===== src/shared/scan_regs.svh =====
// Register offsets, field positions, reset values and timing for the scanner.
`ifndef SCAN_REGS_SVH
`define SCAN_REGS_SVH

// ****************************************************************
// Register byte offsets
// ****************************************************************
`define OFS_TIMER_CTRL 8'h00
`define OFS_CLOCK_SEL 8'h04
`define OFS_CLOCK_DIV 8'h08
`define OFS_COMPARE 8'h0C
`define OFS_MATCH_STATUS 8'h10
`define OFS_IRQ_STATUS 8'h14
`define OFS_IRQ_ENABLE 8'h18
`define OFS_IRQ_MASK 8'h1C
`define OFS_CLOCK_MODE 8'h20
`define OFS_ALARM_CTRL 8'h24
`define OFS_TIME 8'h28
`define OFS_SEG_BASE 8'h40

// ****************************************************************
// Fields and reset values
// ****************************************************************
`define GATE_BIT 0
`define MODE32_BIT 6
`define SEL_HIGH_SPEED_OSC 8'h01
`define COMPARE_RESET 32'h0000F9FF
`define IRQ_TIMER_BIT 0
`define IRQ_CLOCK_BIT 1
`define IRQ_ALARM_BIT 2
`define CLOCK_PERIOD_1S 3'h2
`define CLOCK_24H_BIT 3
`define ALARM_EN_BIT 7
`define DIGIT_SEL_INIT 4'h7
`define DIGIT_ALL_OFF 4'hF
`define RESP_OKAY 2'h0
`define RESP_SLVERR 2'h2

// ****************************************************************
// Timing
// ****************************************************************
`define CLK_MHZ 250
`define BLANK_NS 1000
`define SETTLE_NS 500
`define SECOND_CYCLES 250000000

`endif


===== src/shared/scan_pkg.sv =====
// Types shared by the seven-segment scan controller.
`default_nettype none
package scan_pkg;

   typedef enum logic [2:0] {
      SEQ_IDLE = 3'h0,
      SEQ_CLEAR = 3'h1,
      SEQ_BLANK = 3'h3,
      SEQ_DATA = 3'h2,
      SEQ_SETTLE = 3'h6,
      SEQ_SELECT = 3'h7
   } seq_state_t;

   typedef struct packed {
      logic pm;
      logic [3:0] hour;
      logic [5:0] minute;
      logic [5:0] second;
   } clock_time_t;

   typedef struct packed {
      logic awready;
      logic wready;
      logic bvalid;
      logic [1:0] bresp;
      logic arready;
      logic rvalid;
      logic [1:0] rresp;
      logic [31:0] rdata;
   } bus_out_t;

   typedef struct packed {
      bus_out_t bus;
      logic [7:0] timer_ctrl;
      logic [7:0] clock_sel;
      logic [3:0] clock_div;
      logic [31:0] compare;
      logic match_status;
      logic [2:0] irq_status;
      logic [2:0] irq_enable;
      logic [1:0] irq_mask;
      logic [7:0] clock_mode;
      logic [7:0] alarm_ctrl;
      clock_time_t now;
      logic [27:0] sec_count;
      logic [15:0] pre_count;
      logic [31:0] count;
      logic [31:0][7:0] unused_pad;
   } unused_t;

endpackage
`default_nettype wire


===== src/seven_segment_scan_controller.sv =====
// Four-digit seven-segment scanner with interval timer, clock and registers.
//
// Design decisions made here: the placing of the registers and the AXI4-Lite slave port.
`timescale 1ns/1ns
`default_nettype none
`include "scan_regs.svh"

module seven_segment_scan_controller #(
   parameter int SECOND_CYCLES = `SECOND_CYCLES
) (
   input wire logic ref_clk_in,
   input wire logic arst_n_in,
   input wire logic [7:0] s_axi_awaddr_in,
   input wire logic s_axi_awvalid_in,
   output logic s_axi_awready_out,
   input wire logic [31:0] s_axi_wdata_in,
   input wire logic [3:0] s_axi_wstrb_in,
   input wire logic s_axi_wvalid_in,
   output logic s_axi_wready_out,
   output logic [1:0] s_axi_bresp_out,
   output logic s_axi_bvalid_out,
   input wire logic s_axi_bready_in,
   input wire logic [7:0] s_axi_araddr_in,
   input wire logic s_axi_arvalid_in,
   output logic s_axi_arready_out,
   output logic [31:0] s_axi_rdata_out,
   output logic [1:0] s_axi_rresp_out,
   output logic s_axi_rvalid_out,
   input wire logic s_axi_rready_in,
   output logic [7:0] segment_port_out,
   output logic [3:0] digit_select_port_out,
   output logic irq_out
);

   localparam int BLANK_CYC = (`BLANK_NS * `CLK_MHZ + 999) / 1000;
   localparam int SETTLE_CYC = (`SETTLE_NS * `CLK_MHZ + 999) / 1000;

   // ****************************************************************
   // State
   // ****************************************************************
   typedef struct packed {
      scan_pkg::bus_out_t bus;
      logic [7:0] timer_ctrl;
      logic [7:0] clock_sel;
      logic [3:0] clock_div;
      logic [31:0] compare;
      logic match_status;
      logic [2:0] irq_status;
      logic [2:0] irq_enable;
      logic [1:0] irq_mask;
      logic [7:0] clock_mode;
      logic [7:0] alarm_ctrl;
      scan_pkg::clock_time_t now;
      logic [31:0] sec_count;
      logic [15:0] pre_count;
      logic [31:0] count;
      logic [3:0][7:0] seg_mem;
      scan_pkg::seq_state_t seq;
      logic [1:0] digit;
      logic [3:0] sel_pattern;
      logic [15:0] wait_count;
      logic [7:0] segment;
      logic [3:0] digit_sel;
      logic irq;
   } state_t;

   state_t cur;
   state_t next_cur;

   always_comb begin
      logic tick;
      logic match;
      logic sec_tick;
      logic [31:0] wdata;
      logic [31:0] rdata;
      logic hit;
      logic [2:0] set_irq;
      logic [2:0] clr_irq;
      logic [15:0] div_top;
      tick = 1'b0;
      match = 1'b0;
      sec_tick = 1'b0;
      wdata = 32'h00000000;
      rdata = 32'h00000000;
      hit = 1'b1;
      set_irq = 3'h0;
      clr_irq = 3'h0;
      div_top = 16'h0000;
      next_cur = cur;

      // ****************************************************************
      // Interval timer
      // ****************************************************************
      // oscillator select and prescaler
      div_top = 16'((32'h1 << cur.clock_div) - 32'h1);
      if (cur.timer_ctrl[`GATE_BIT] &&
          cur.clock_sel == `SEL_HIGH_SPEED_OSC) begin
         if (cur.pre_count >= div_top) begin
            next_cur.pre_count = 16'h0000;
            tick = 1'b1;
         end else begin
            next_cur.pre_count = cur.pre_count + 16'h0001;
         end
      end
      // width chosen by control bit 6
      if (tick) begin
         if (cur.timer_ctrl[`MODE32_BIT]) begin
            match = cur.count >= cur.compare;
         end else begin
            match = cur.count[15:0] >= cur.compare[15:0];
         end
         next_cur.count = match ? 32'h00000000 : cur.count + 32'h00000001;
      end
      if (match && !cur.irq_mask[0]) begin
         set_irq[`IRQ_TIMER_BIT] = 1'b1;
      end

      // ****************************************************************
      // Real-time clock
      // ****************************************************************
      if (cur.sec_count >= 32'(SECOND_CYCLES - 1)) begin
         next_cur.sec_count = 32'h00000000;
         sec_tick = 1'b1;
      end else begin
         next_cur.sec_count = cur.sec_count + 32'h00000001;
      end
      if (sec_tick) begin
         next_cur.now.second = cur.now.second + 6'h01;
         if (cur.now.second == 6'h3B) begin
            next_cur.now.second = 6'h00;
            next_cur.now.minute = cur.now.minute + 6'h01;
            if (cur.now.minute == 6'h3B) begin
               next_cur.now.minute = 6'h00;
               if (cur.clock_mode[`CLOCK_24H_BIT]) begin
                  next_cur.now.hour = (cur.now.hour == 4'hB) ? 4'h0 :
                     cur.now.hour + 4'h1;
               end else begin
                  next_cur.now.hour = (cur.now.hour == 4'hC) ? 4'h1 :
                     cur.now.hour + 4'h1;
                  if (cur.now.hour == 4'hB) begin
                     next_cur.now.pm = ~cur.now.pm;
                  end
               end
               if (cur.alarm_ctrl[`ALARM_EN_BIT] &&
                   cur.alarm_ctrl[5:0] == (cur.now.minute + 6'h01) % 6'h3C) begin
                  set_irq[`IRQ_ALARM_BIT] = 1'b1;
               end
            end
         end
         if (cur.clock_mode[2:0] == `CLOCK_PERIOD_1S && !cur.irq_mask[1]) begin
            set_irq[`IRQ_CLOCK_BIT] = 1'b1;
         end
      end

      // ****************************************************************
      // Register bus
      // ****************************************************************
      next_cur.bus.awready = 1'b0;
      next_cur.bus.wready = 1'b0;
      next_cur.bus.arready = 1'b0;
      if (cur.bus.bvalid && s_axi_bready_in) begin
         next_cur.bus.bvalid = 1'b0;
      end
      if (cur.bus.rvalid && s_axi_rready_in) begin
         next_cur.bus.rvalid = 1'b0;
      end
      if (s_axi_awvalid_in && s_axi_wvalid_in && !cur.bus.bvalid &&
          !cur.bus.awready) begin
         next_cur.bus.awready = 1'b1;
         next_cur.bus.wready = 1'b1;
      end
      if (cur.bus.awready) begin
         for (int b = 0; b < 4; b++) begin
            wdata[8*b +: 8] = s_axi_wstrb_in[b] ? s_axi_wdata_in[8*b +: 8] :
               8'h00;
         end
         next_cur.bus.bvalid = 1'b1;
         next_cur.bus.bresp = `RESP_OKAY;
         case (s_axi_awaddr_in)
            `OFS_TIMER_CTRL: next_cur.timer_ctrl = wdata[7:0];
            `OFS_CLOCK_SEL: next_cur.clock_sel = wdata[7:0];
            `OFS_CLOCK_DIV: next_cur.clock_div = wdata[3:0];
            `OFS_COMPARE: next_cur.compare = wdata;
            // writing zero clears match only; the timer flag is left as it is
            `OFS_MATCH_STATUS: if (!wdata[0]) next_cur.match_status = 1'b0;
            `OFS_IRQ_STATUS: clr_irq = ~wdata[2:0];
            `OFS_IRQ_ENABLE: next_cur.irq_enable = wdata[2:0];
            `OFS_IRQ_MASK: next_cur.irq_mask = wdata[1:0];
            `OFS_CLOCK_MODE: next_cur.clock_mode = wdata[7:0];
            `OFS_ALARM_CTRL: next_cur.alarm_ctrl = wdata[7:0];
            `OFS_TIME: next_cur.now = wdata[16:0];
            default: begin
               if (s_axi_awaddr_in[7:4] == `OFS_SEG_BASE >> 4) begin
                  next_cur.seg_mem[s_axi_awaddr_in[3:2]] = wdata[7:0];
               end else begin
                  next_cur.bus.bresp = `RESP_SLVERR;
               end
            end
         endcase
      end
      if (s_axi_arvalid_in && !cur.bus.rvalid && !cur.bus.arready) begin
         next_cur.bus.arready = 1'b1;
      end
      if (cur.bus.arready) begin
         case (s_axi_araddr_in)
            `OFS_TIMER_CTRL: rdata = {24'h000000, cur.timer_ctrl};
            `OFS_CLOCK_SEL: rdata = {24'h000000, cur.clock_sel};
            `OFS_CLOCK_DIV: rdata = {28'h0000000, cur.clock_div};
            `OFS_COMPARE: rdata = cur.compare;
            `OFS_MATCH_STATUS: rdata = {31'h00000000, cur.match_status};
            `OFS_IRQ_STATUS: rdata = {29'h00000000, cur.irq_status};
            `OFS_IRQ_ENABLE: rdata = {29'h00000000, cur.irq_enable};
            `OFS_IRQ_MASK: rdata = {30'h00000000, cur.irq_mask};
            `OFS_CLOCK_MODE: rdata = {24'h000000, cur.clock_mode};
            `OFS_ALARM_CTRL: rdata = {24'h000000, cur.alarm_ctrl};
            `OFS_TIME: rdata = {15'h0000, cur.now};
            default: begin
               hit = s_axi_araddr_in[7:4] == `OFS_SEG_BASE >> 4;
               rdata = hit ? {24'h000000, cur.seg_mem[s_axi_araddr_in[3:2]]} :
                  32'h00000000;
            end
         endcase
         next_cur.bus.rvalid = 1'b1;
         next_cur.bus.rdata = rdata;
         next_cur.bus.rresp = hit ? `RESP_OKAY : `RESP_SLVERR;
      end

      // ****************************************************************
      // Scan sequencer
      // ****************************************************************
      // An event that lands while a digit is still in progress is dropped;
      // the 256 us reset period dwarfs the scan, so it only happens on tiny compares.
      if (match) begin
         next_cur.match_status = 1'b1;
      end
      case (cur.seq)
         scan_pkg::SEQ_IDLE: begin
            if (set_irq[`IRQ_TIMER_BIT]) begin
               next_cur.seq = scan_pkg::SEQ_CLEAR;
            end
         end
         scan_pkg::SEQ_CLEAR: begin
            // clear match and blank all digits in the same cycle
            if (!match) begin
               next_cur.match_status = 1'b0;
            end
            next_cur.digit_sel = `DIGIT_ALL_OFF;
            next_cur.wait_count = 16'(BLANK_CYC - 1);
            next_cur.seq = scan_pkg::SEQ_BLANK;
         end
         scan_pkg::SEQ_BLANK: begin
            next_cur.wait_count = cur.wait_count - 16'h0001;
            if (cur.wait_count == 16'h0000) begin
               next_cur.seq = scan_pkg::SEQ_DATA;
            end
         end
         scan_pkg::SEQ_DATA: begin
            // segment bit 7 is A, bit 0 the point
            next_cur.segment = cur.seg_mem[cur.digit];
            next_cur.wait_count = 16'(SETTLE_CYC - 1);
            next_cur.seq = scan_pkg::SEQ_SETTLE;
         end
         scan_pkg::SEQ_SETTLE: begin
            next_cur.wait_count = cur.wait_count - 16'h0001;
            if (cur.wait_count == 16'h0000) begin
               next_cur.seq = scan_pkg::SEQ_SELECT;
            end
         end
         scan_pkg::SEQ_SELECT: begin
            // one low select line at a time
            // digit 0 sits on select bit 3
            next_cur.digit_sel = cur.sel_pattern;
            // advance, wrap to the start values
            if (cur.digit == 2'h3) begin
               next_cur.digit = 2'h0;
               next_cur.sel_pattern = `DIGIT_SEL_INIT;
            end else begin
               next_cur.digit = cur.digit + 2'h1;
               next_cur.sel_pattern = {1'b1, cur.sel_pattern[3:1]};
            end
            next_cur.seq = scan_pkg::SEQ_IDLE;
         end
         default: next_cur.seq = scan_pkg::SEQ_IDLE;
      endcase

      // Hardware set wins over a software clear in the same cycle.
      next_cur.irq_status = (cur.irq_status & ~clr_irq) | set_irq;
      next_cur.irq = |(next_cur.irq_status & next_cur.irq_enable);
   end

   always_ff @(posedge ref_clk_in or negedge arst_n_in) begin
      if (!arst_n_in) begin
         cur <= '0;
         cur.compare <= `COMPARE_RESET;
         cur.irq_mask <= 2'h3;
         cur.now.hour <= 4'hC;
         cur.sel_pattern <= `DIGIT_SEL_INIT;
         cur.digit_sel <= `DIGIT_ALL_OFF;
         cur.seq <= scan_pkg::SEQ_IDLE;
      end else begin
         cur <= next_cur;
      end
   end

   // ports come straight from the state flops
   assign s_axi_awready_out = cur.bus.awready;
   assign s_axi_wready_out = cur.bus.wready;
   assign s_axi_bvalid_out = cur.bus.bvalid;
   assign s_axi_bresp_out = cur.bus.bresp;
   assign s_axi_arready_out = cur.bus.arready;
   assign s_axi_rvalid_out = cur.bus.rvalid;
   assign s_axi_rresp_out = cur.bus.rresp;
   assign s_axi_rdata_out = cur.bus.rdata;
   assign segment_port_out = cur.segment;
   assign digit_select_port_out = cur.digit_sel;
   assign irq_out = cur.irq;

endmodule
`default_nettype wire


===== config.mk =====
export PLATFORM = sky130hd
export DESIGN_NAME = seven_segment_scan_controller
export DESIGN_NICKNAME = d
export VERILOG_FILES = /design/src/shared/scan_pkg.sv /design/src/seven_segment_scan_controller.sv
export VERILOG_INCLUDE_DIRS = /design/src /design/src/shared
export SDC_FILE = /design/constraint.sdc
export NUM_CORES = 1
export LEC_CHECK = 0
export ABC_AREA = 1
export BUFFER_PORTS_ARGS = -buffer_cell sky130_fd_sc_hd__buf_2
export CAP_MARGIN = 20
export CORE_MARGIN = 2
export CORE_UTILIZATION = 50
export DETAILED_ROUTE_END_ITERATION = 10
export GPL_ROUTABILITY_DRIVEN = 0
export PLACE_DENSITY = 0.74
export REMOVE_ABC_BUFFERS = 1
export SLEW_MARGIN = 25
export SYNTH_ARGS = -nofsm -noshare
export SYNTH_HDL_FRONTEND = slang
export SYNTH_SLANG_ARGS = --single-unit

===== constraint.sdc =====
create_clock -name ref_clk_in -period 6.4 [get_ports ref_clk_in]
set_clock_uncertainty 0.15 [all_clocks]
set_input_delay 0.96 -clock ref_clk_in [delete_from_list [all_inputs] [get_ports ref_clk_in]]
set_output_delay 0.96 -clock ref_clk_in [all_outputs]
set_load 0.02 [all_outputs]

# Yosys cells after proc, flatten, opt, wreduce, memory -nomap -nowiden
# Cells that the tools add are included.
# op_classes
n_addsub	9
mul	0
div	1
order_cmp	8
eq_ne	38
n_shift	1
muxes	68
bitwise_logic	7
n_reduce_logical	39
# op_table
op	n
one-hot mux 32 bit (11 select lines)	1
2-to-1 mux 8 bit	10
adder 32 x 1 -> 32 bit, second input constant	2
equality test 8 x 5 -> 1 bit, second input constant	8
2-to-1 mux 32 bit	2
2-to-1 mux 17 bit	3
equality test 8 x 6 -> 1 bit, second input constant	6
one-hot mux 16 bit (3 select lines)	1
2-to-1 mux 38 bit	1
2-to-1 mux 35 bit	1
binary-select mux 8 bit (select 2 bit)	2
bitwise mux 32 bit	1
equality test 8 x 4 -> 1 bit, second input constant	4
greater-or-equal comparator 16 bit	2
greater-or-equal comparator 32 x 28 -> 1 bit, second input constant	1
greater-or-equal comparator 32 bit	1
subtractor 16 x 1 -> 16 bit, second input constant	2
2-to-1 mux 1 bit	24
OR reduction 11 bit	2
2-to-1 mux 3 bit	7
adder 16 x 1 -> 16 bit, second input constant	1
demux 8 bit (select 2 bit)	1
equality test 8 x 3 -> 1 bit, second input constant	2
zero test 16 bit	1
38 further kinds	85
# totals
regBits	285
latchBits	0
mem_bits_rw	0
rom_bits	0
in_bits	59
out_inout_bits	54
elab_cells	207
mem_count	0

# Logic depth before layout (Yosys ltp)
# Gate-level depths: netlist of the first run.
# logic_depth
ltp_word	12
ltp_mapped	22
ltp_nobuf	20

# Worst setup path before layout of the first run
# Ideal clock, no wire load.
# synth_path
kind	register to register
start	reg cur[226] in the netlist's numbering
end	reg cur[93] in the netlist's numbering
setup_ps	120
arrival_ps	2851
t_required_ps	6130
slack_ps	3279
stages_incl_launch_ff	20
n_path_buf	2
synth_period_minus_slack_ps	3121
path_cell_list	dfrtp_1 > clkbuf_1 > nor2_1 > nand2_1 > ha_1 > nand3_1 > a21oi_1 > nand3_1 > xnor2_1 > ha_1 > nand2_1 > nor3_1 > nand3_1 > nand3_2 > nand2_1 > inv_2 > buf_2 > nand3_1 > o21ai_0 > nor2_1
# synth_between
elab_chain_len	5
# synth_rtl
item	line	rtl
start: declaration	seven_segment_scan_controller.sv:67	state_t cur;
start signal: assignment	seven_segment_scan_controller.sv:301	cur <= next_cur;
left shift 1 x 4 -> 16 bit	seven_segment_scan_controller.sv:95	div_top = 16'((32'h1 << cur.clock_div) - 32'h1);
subtractor 16 x 1 -> 16 bit	seven_segment_scan_controller.sv:95	
greater-or-equal comparator 16 bit	seven_segment_scan_controller.sv:98	if (cur.pre_count >= div_top) begin
2-to-1 mux 1 bit	seven_segment_scan_controller.sv:98	
2-to-1 mux 1 bit	seven_segment_scan_controller.sv:96	if (cur.timer_ctrl[`GATE_BIT] &&
# Every way passes these cells.
# A chain may end at the register's enable or synchronous reset.

==> results.txt, run 1 <==
----------------------------------------------------
[Outcome]
  Run status ... completed

[GRT]
  Met2 track demand over resource in global routing ... 0.408
  Pin count of the biggest net entering global routing ... 79
  Initial antenna violation count ... 0
  Global-route wire length before repair ... 66700 µm
  Met1 Use GR ... 0.329
  GRT Util Overall ... 0.245
  Via count of the first global-routing pass ... 13347
  GR Overflow Total ... 0
  Global-route layer with the greatest usage ... met2
  Global Route met3 Usage ... 0.0361

[Pwr]
  Tot Pwr ... 4.50 mW
  Max IR drop VDD ... roughly 0.00016 V
  Power per standard cell area ... 255 nW/µm²
  Lkg Pwr ... about 8.4 nW

[Floorplanning]
  Core area ... 31400 µm²
  Top-level I/O count ... 113
  Initial cell density of the core ... 0.506
  Row cnt ... 65
  Die Outline Area ... 33200 µm²
  Width of the die ... 182 µm
  Die height ... 182 µm

[Logic synthesis]
  Sequential fraction of the synthesis area ... 0.447
  Post-synthesis instance area ... about 16000 µm²
  Number of enable-type register cells in the synthesized netlist ... 0
  Synthesized instance count ... 2021
  Share of flip-flops with an asynchronous set or reset after synthesis ... 1.00
  Share of Yosys cell area claimed by the top area cell type ... 0.405
  Count of state elements after synthesis ... 282
  Count of distinct cell types in the synthesized netlist ... 60
  Area leader, netlist ... dfrtp_1
  Synth area leaders ... dfrtp_1 41%, nand2_1 11%, inv_1 5.8%
  Synthesis Warnings ... 0
  Leading register cell type out of synthesis ... dfrtp_1
  Avg Inst Size Synth ... approximately 8 µm²

[Placed design]
  Port Buf Inserts ... 110
  Placed instance count ... 2448
  Detailed Place HPWL ... 28900 µm
  Post-Place Cell Area ... approximately 16000 µm²

[Critical path]
  Type of element launching the critical path ... flop
  Arr. time, crit path ... 4.44 ns
  Worst setup path class ... flop to flop
  Data required time of the critical path ... 6.71 ns
  Largest fanout on the critical path ... 21
  Category of the worst setup path capture point ... flop

[Clocking]
  Latest clock arrival within the worst-skew pair ... between 0.5 and 0.6 ns
  Maximum buffer depth of the clock tree ... 3
  Number of sinks handled by clock tree synthesis ... 282
  Clock slew at the register clock pins of the worst setup and hold paths ... 0.06 ns
  # H-tree levels ... 2
  Count of instances resized after the clock tree is built ... 0
  Root buf cell ... clkbuf_16
  Cts hold-fix bufs ... 0
  Clock buffer count from CTS ... 34
  Post-CTS Repair Setup Buffers ... 0
  CTS tree ... built

[Final layout]
  Layout overhead on the synthesized area ... 11.2%
  Final cell area excluding filler cells ... 17600 µm²
  Fin nets ... 2201
  Non-filler instance count after layout ... 2509
  Ratio of cells with drive above 1 in the final layout ... 0.113
  Antenna Cells ... 0
  Count of fill cells added during filler insertion ... ~2900

[Timing]
  Max-slew violation total from the final report ... 0
  Final hold violation count ... 0
  Slew at the pin closest to its max-slew limit ... around 0.95 ns
  Worst hold margin ... 0.251 ns
  Share of the cycle needed by the critical path after routing ... 0.645
  Total Negative Setup Slacks ... 0 ns
  Final setup viols ... 0
  Tightest slew margin relative to the limit ... 0.365
  Min cycle time layout ... 4.13 ns
  Setup repair after global routing missed its margin ... false
  Timing-limited maximum frequency ... approximately 240 MHz

[Route]
  Violation count after the first detailed-route iteration ... 1221
  Vias ... 13987
  Number of nets with antenna violations after routing ... 0
  Avg WL per Cell ... approximately 16 µm
  Per-cell via count in the routed design ... 5.57
  Remaining routing DRC violations ... 0
  Final routed wirelength across all metal layers ... 40500 µm
  Drt first pass iters ... 5

[Run]
  Count of maximum capacitance violations ... 0

[Worst hold path]
  Classification of the worst-slack hold path ... primary input to async pin

----------------------------------------------------
-- area by class of cell --
cell class              count  area (µm²)  area share
clock buffers              46         936      0.0530
well taps                 402         503      0.0285
flip-flops and latches    282        7090       0.402
inverters                 253         950      0.0538
repair buffers            116         626      0.0354
multi-input cells        1396        7270       0.412
clock inverters            14         274      0.0155
-- cell usage after synthesis, types with 4 or more instances --
library cell and count:
nor2_1 174, inv_2 6, o22ai_1 22, nor2_2 8, buf_2 8, inv_1 244
mux2_2 8, nor3_1 49, dfstp_2 25, xnor2_1 19, nand4_1 37, nand2_1 461
o31ai_1 16, o21a_1 7, clkbuf_1 30, o21ai_1 36, nand3_1 117, o221ai_1 8
o21ai_0 183, xor2_1 26, ha_1 59, nor4_1 13, dfrtp_1 257, a21oi_1 73
a22oi_1 19, nand2_2 4, buf_4 51
-- path summary, 6_finish.rpt --
path,slack (ns),depth (start not counted),end,from
worst max register to register,2.27,18,irq_out,cur[227]
min in group ref_clk_in,0.30,1,s_axi_awready_out,s_axi_bvalid_out
worst min-delay path,0.25,1,s_axi_rdata_out[29],arst_n_in
worst max-delay path,2.27,18,irq_out,cur[227]
worst min register to register,0.30,1,s_axi_awready_out,s_axi_bvalid_out
max in group asynchronous,4.49,2,cur[14],arst_n_in
-- layer usage --
| metal | part of all wire | wire [µm] | vias to the layer above |
|---|---|---|---|
| met1 | 0.45 | 18200 | 6657 |
| met2 | 0.46 | 18800 | 478 |
| met5 | 0 | 0 | - |
| met3 | 0.060 | 2450 | 87 |
| li1 | - | - | 6765 |
| met4 | 0.027 | 1090 | 0 |
-- cell families (layout without fill, tap and decap cells) --
family | count (synthesis) | count (layout) | synth area share
and+or+nand+nor | 887 | 887 | 0.241
AOI/OAI and AO/OA | 390 | 390 | 0.138
buffers and inverters | 348 | 429 | 0.0966
DFF | 282 | 282 | 0.447
adders and majority gates | 59 | 59 | 0.0465
xor gates and xnor gates | 45 | 45 | 0.0248
muxes | 8 | 8 | 0.00568
other | 2 | 7 | 0.000473
-- cell usage in the layout (no fill, tap or decap), types with 13 or more instances in the layout --
cell type | Yosys | routed
inv_1 | 244 | 244
ha_1 | 59 | 59
dfrtp_1 | 257 | 257
o21ai_0 | 183 | 183
o21ai_1 | 36 | 36
o22ai_1 | 22 | 22
o31ai_1 | 16 | 16
nand2_1 | 461 | 461
nand4_1 | 37 | 37
nor2_1 | 174 | 174
nor4_1 | 13 | 13
nand3_1 | 117 | 117
xor2_1 | 26 | 26
a21oi_1 | 73 | 73
a22oi_1 | 19 | 19
xnor2_1 | 19 | 19
clkbuf_16 | 0 | 34
dfstp_2 | 25 | 25
buf_2 | 8 | 109
nor3_1 | 49 | 49
-- flip-flops by register name, indices dropped and copies added, names as in the netlist --
name	flops
s_axi_rdata_out	32
s_axi_awready_out	1
segment_port_out	8
s_axi_rresp_out	1
s_axi_arready_out	1
s_axi_bresp_out	1
s_axi_rvalid_out	1
digit_select_port_out	4
cur	231
irq_out	1
s_axi_bvalid_out	1
-- worst max-delay path, stage by stage (launching register included) --
cell	delay [ns]
dfrtp_1	0.50
nor2_1	0.15
nand2_1	0.11
ha_1	0.18
nand3_1	0.12
a21oi_1	0.21
nand3_1	0.12
xnor2_1	0.15
ha_1	0.28
nand2_1	0.07
nor3_1	0.26
nand3_1	0.13
nand3_2	0.19
nand2_1	0.43
inv_1	0.47
nand3_1	0.28
nand2_1	0.16
nand2_1	0.06
nand3_1	0.07
-- stage by stage --
stage                     worst slack (ns)  utilization
after global routing                  1.79        0.562
final                                 2.27        0.562
after detailed placement              2.27        0.523
after CTS                             2.28        0.561
after global placement                2.43        0.523
after floorplan                       3.13            -
-- where the power goes --
part	internal, mW	total (mW)	switching, mW
registers	1.85	1.93	0.0746
logic	0.163	0.488	0.325
clock network	1.28	2.08	0.797
(Power assumes the default switching activity.)
==> inputs of run 2 (changes only) <==
ABC_AREA = 0   (was 1)
clock period = 4.1 ns   (was 6.4 ns; I/O delays follow)
==> run 2 against run 1 <==
Global-route usage fell by 0.45 points. Register-to-register slack got worse by 2.0 ns. First-iteration DRC count fell by 25%. Core utilization rose by 0.23 points. Critical path depth fell by 3. Clock power rose by 45%. Worst hold slack got worse by 0.18 ns. Wire length fell by 6.3%. Final cell count fell by 18%. Total power rose by 65%. Largest cell class unchanged.
==> results.txt, run 2 <==
----------------------------------------------------
[Logic synthesis]
  Multiplexer share of the synthesized area ... 0.0519
  Simple-gate share of the synthesized area ... 0.187
  Leading cell types by count after synthesis ... 257 x dfrtp_1, 206 x nand2_1, 149 x o21ai_0
  Sequential fraction of the synthesis area ... 0.463
  Fraction of the mapped netlist area in adder cells ... 0.0482
  Synthesis Warnings ... 0
  Post-synthesis instance area ... around 15000 µm²
  Compound-Gate Fraction of Synth Area ... 0.152
  Count of state elements after synthesis ... 282
  Avg Inst Size Synth ... between 9 and 10 µm²
  Library cell with the highest instance count after synthesis ... dfrtp_1
  Number of enable-type register cells in the synthesized netlist ... 0
  Share of flip-flops with an asynchronous set or reset after synthesis ... 1.00
  Count of distinct cell types in the synthesized netlist ... slightly above 80
  Synthesized-area fraction occupied by xor and xnor cells ... 0.0372
  Leading register cell type out of synthesis ... dfrtp_1
  Largest family of logic cells by synthesized area ... simple AND/OR/NAND/NOR gates
  Area leader, netlist ... dfrtp_1
  Share of Yosys cell area claimed by the top area cell type ... 0.420
  Synthesized instance count ... 1593
  Synth area leaders ... dfrtp_1 42%, nand2_1 5.0%, o21ai_0 4.9%

[Clocking]
  Clock slew at the register clock pins of the worst setup and hold paths ... 0.06 ns
  Root buf cell ... clkbuf_16
  Clock buffer count from CTS ... 31
  Maximum buffer depth of the clock tree ... 3
  Latest clock arrival within the worst-skew pair ... 0.58 ns
  Number of sinks handled by clock tree synthesis ... 282
  # H-tree levels ... 1
  CTS tree ... built

[Pwr]
  Power per standard cell area ... 433 nW/µm²
  Switching part of the total power ... 0.284
  Net switching power of the design ... 2.11 mW
  Internal portion of total power ... ~5.3 mW
  Lkg Pwr ... ~7.5 nW
  Power share of the sequential group ... 0.442
  Max IR drop VDD ... 0.000362 V
  Clock Power Share ... 0.408
  Logic pwr share ... 0.150

[Placed design]
  Port Buf Inserts ... 110
  Post-Place Cell Area ... 15900 µm²
  Pre-CTS setup slack ... -0.0978 ns
  Detailed Place HPWL ... 26700 µm

[Worst hold path]
  Number of cells on the worst hold path ... 2
  Startpoint of the worst hold path ... s_axi_rready_in
  Classification of the worst-slack hold path ... primary input to flop
  Endpoint, Worst Hold ... s_axi_rvalid_out

[Timing]
  Timing-limited maximum frequency ... between 200 and 300 MHz
  Tightest slew margin relative to the limit ... 0.364
  Final setup viols ... 0
  Slew at the pin closest to its max-slew limit ... ~0.95 ns
  Max-slew violation total from the final report ... 0
  Min cycle time layout ... 3.86 ns
  Setup repair after global routing missed its margin ... false
  Fin worst setup slack ... 0.242 ns
  Final hold violation count ... 0
  Share of the cycle needed by the critical path after routing ... 0.941

[GRT]
  GRT Util Overall ... 0.240
  GR Overflow Total ... 0
  Pin count of the biggest net entering global routing ... 106
  Initial antenna violation count ... 0
  Via count of the first global-routing pass ... 12023
  Global-route wire length before repair ... 61400 µm

[Critical path]
  Category of the worst setup path capture point ... flop
  Worst reg2reg path endpoint ... cur[84]
  Cell breakdown of the critical path ... or2_2 -> or3_1 -> ha_1 -> nor4b_2 -> a21oi_1 -> o22a_1 -> ha_1 -> nand2_1 -> nor3_4 -> o2111ai_4 -> a21o_4 -> clkbuf_2 -> nor4_4 -> xnor2_1 -> nor2_1
  Reg2reg start ... cur[225]
  Data required time of the critical path ... roughly 4.4 ns
  Slowest stage cell, crit path ... dfrtp_1
  Arr. time, crit path ... 4.16 ns
  Largest fanout on the critical path ... 6
  Worst setup path class ... flop to flop
  Slowest Stage Delay on Critical Path ... 0.37 ns
  Slack of the worst reg-to-reg path ... 0.24 ns
  Number of cells on the worst reg-to-reg path ... 15
  Type of element launching the critical path ... flop
  Most used cell along the critical path ... ha_1

[Final layout]
  Antenna Cells ... 0
  Fin nets ... around 1800
  Final cell area excluding filler cells ... 17100 µm²
  Ratio of cells with drive above 1 in the final layout ... 0.177
  Most common cell after layout, fill and taps aside ... dfrtp_1
  Layout overhead on the synthesized area ... 11.8%
  Register containing the most flip-flops in the final layout ... cur
  Commonest cells after routing, fill and taps aside ... 257 x dfrtp_1, 205 x nand2_1, 149 x o21ai_0
  Largest register FFs ... 231

[Route]
  Remaining routing DRC violations ... 0
  Number of nets with antenna violations after routing ... 0
  Violation count after the first detailed-route iteration ... between 900 and 1000
  Vias ... 12050
  Drt first pass iters ... 5
  Final routed wirelength across all metal layers ... between 30000 and 40000 µm
  Per-cell via count in the routed design ... 5.83
  Avg WL per Cell ... 18.4 µm

[Run]
  Count of maximum capacitance violations ... 0

[Floorplanning]
  Width of the die ... 179 µm
  Core area ... 30300 µm²
  Top-level I/O count ... ~110
  Initial cell density of the core ... 0.505
  Row cnt ... 64
  Die Outline Area ... 32100 µm²
  Die height ... 179 µm

[Outcome]
  Run status ... completed

----------------------------------------------------
[run 2: changes by cell type in the layout (fill, tap and decap cells not counted), moves of 22 or more]
cell     delta
nand2_1   -256
inv_1     -178
nand3_1    -70
nor2_1     -58
o21ai_0    -34
o21ai_1    -29
mux2_2     +28
a22o_1     +25
or3_1      +25
nor3_1     -22
[run 2: final cells by class]
cell class	count	area, µm²
Clock inverter	14	216
Clock buffer	44	905
Multi-Input combinational cell	1130	7410
Timing Repair Buffer	135	773
Tap cell	396	495
Sequential cell	282	7090
Inverter	66	248
Fill cell	2605	13200
[run 2: routing by layer]
layer / vias to the layer above / global-route usage / share of wire
met5: - / 0 / 0
met1: 5909 / 0.302 / 0.42
met4: 0 / 0.107 / 0.042
met3: 104 / 0.0352 / 0.047
met2: 313 / 0.410 / 0.49
li1: 5724 / - / -
[run 2: power groups by stage]
stage                     Sequential [mW]  Clock [mW]  Combinational, mW
final                                3.28        3.02               1.12
after global routing                 3.31        3.18               1.25
after CTS                            3.27        3.08               1.12
after detailed placement             3.32           0               1.11
after global placement               3.31           0               1.08
after floorplan                      3.34           0              0.666
[run 2: kinds of logic (layout without fill, tap and decap cells)]
group,after synthesis,after routing
AOI/OAI and AO/OA,370,370
and+or+nand+nor,574,574
DFF,282,282
adders and majority gates,59,59
xor gates and xnor gates,65,65
buffers and inverters,186,259
muxes,55,55
other,2,7
[run 2: through the flow]
stage | instances | setup TNS (ns) | total power [mW] | hold WS (ns) | utilization
floorplan | 1478 | -7.05 | 4.00 | 0.169 | -
global placement | 2005 | 0 | 4.39 | 0.290 | 0.524
detailed placement | 2005 | -0.889 | 4.43 | 0.302 | 0.524
CTS | 2065 | 0 | 7.47 | 0.0491 | 0.562
global route | 2067 | 0 | 7.73 | 0.0649 | 0.565
finish | 2067 | 0 | 7.42 | 0.0663 | 0.565
[run 2: critical path: cells and delay by family (launching register included)]
kind	cells	cell delay (ns)
compound gates	4	0.77
simple gates	7	1.62
buf+inv	1	0.17
fa+ha+maj	2	0.49
xor+xnor	1	0.16
flops	1	0.37
[run 2: worst max-delay path by stage]
stage | slack [ns] | cells after the start | start | end
final | 0.24 | 15 | cur[225] | cur[84]
after global routing | 0.006 | 14 | cur[225] | cur[96]
after CTS | 0.03 | 13 | cur[225] | cur[78]
after detailed placement | -0.1 | 13 | cur[225] | cur[101]
after global placement | 0.09 | 13 | cur[225] | cur[101]
after floorplan | -0.31 | 12 | cur[225] | cur[191]
[run 2: what timing repair did]
action,CTS,global route
pin swaps,1,7
buffers inserted,1,2
endpoints found under the hold margin,20,0
gates resized for setup,2,11
hold buffers,1,0
endpoints found under the setup margin,22,35
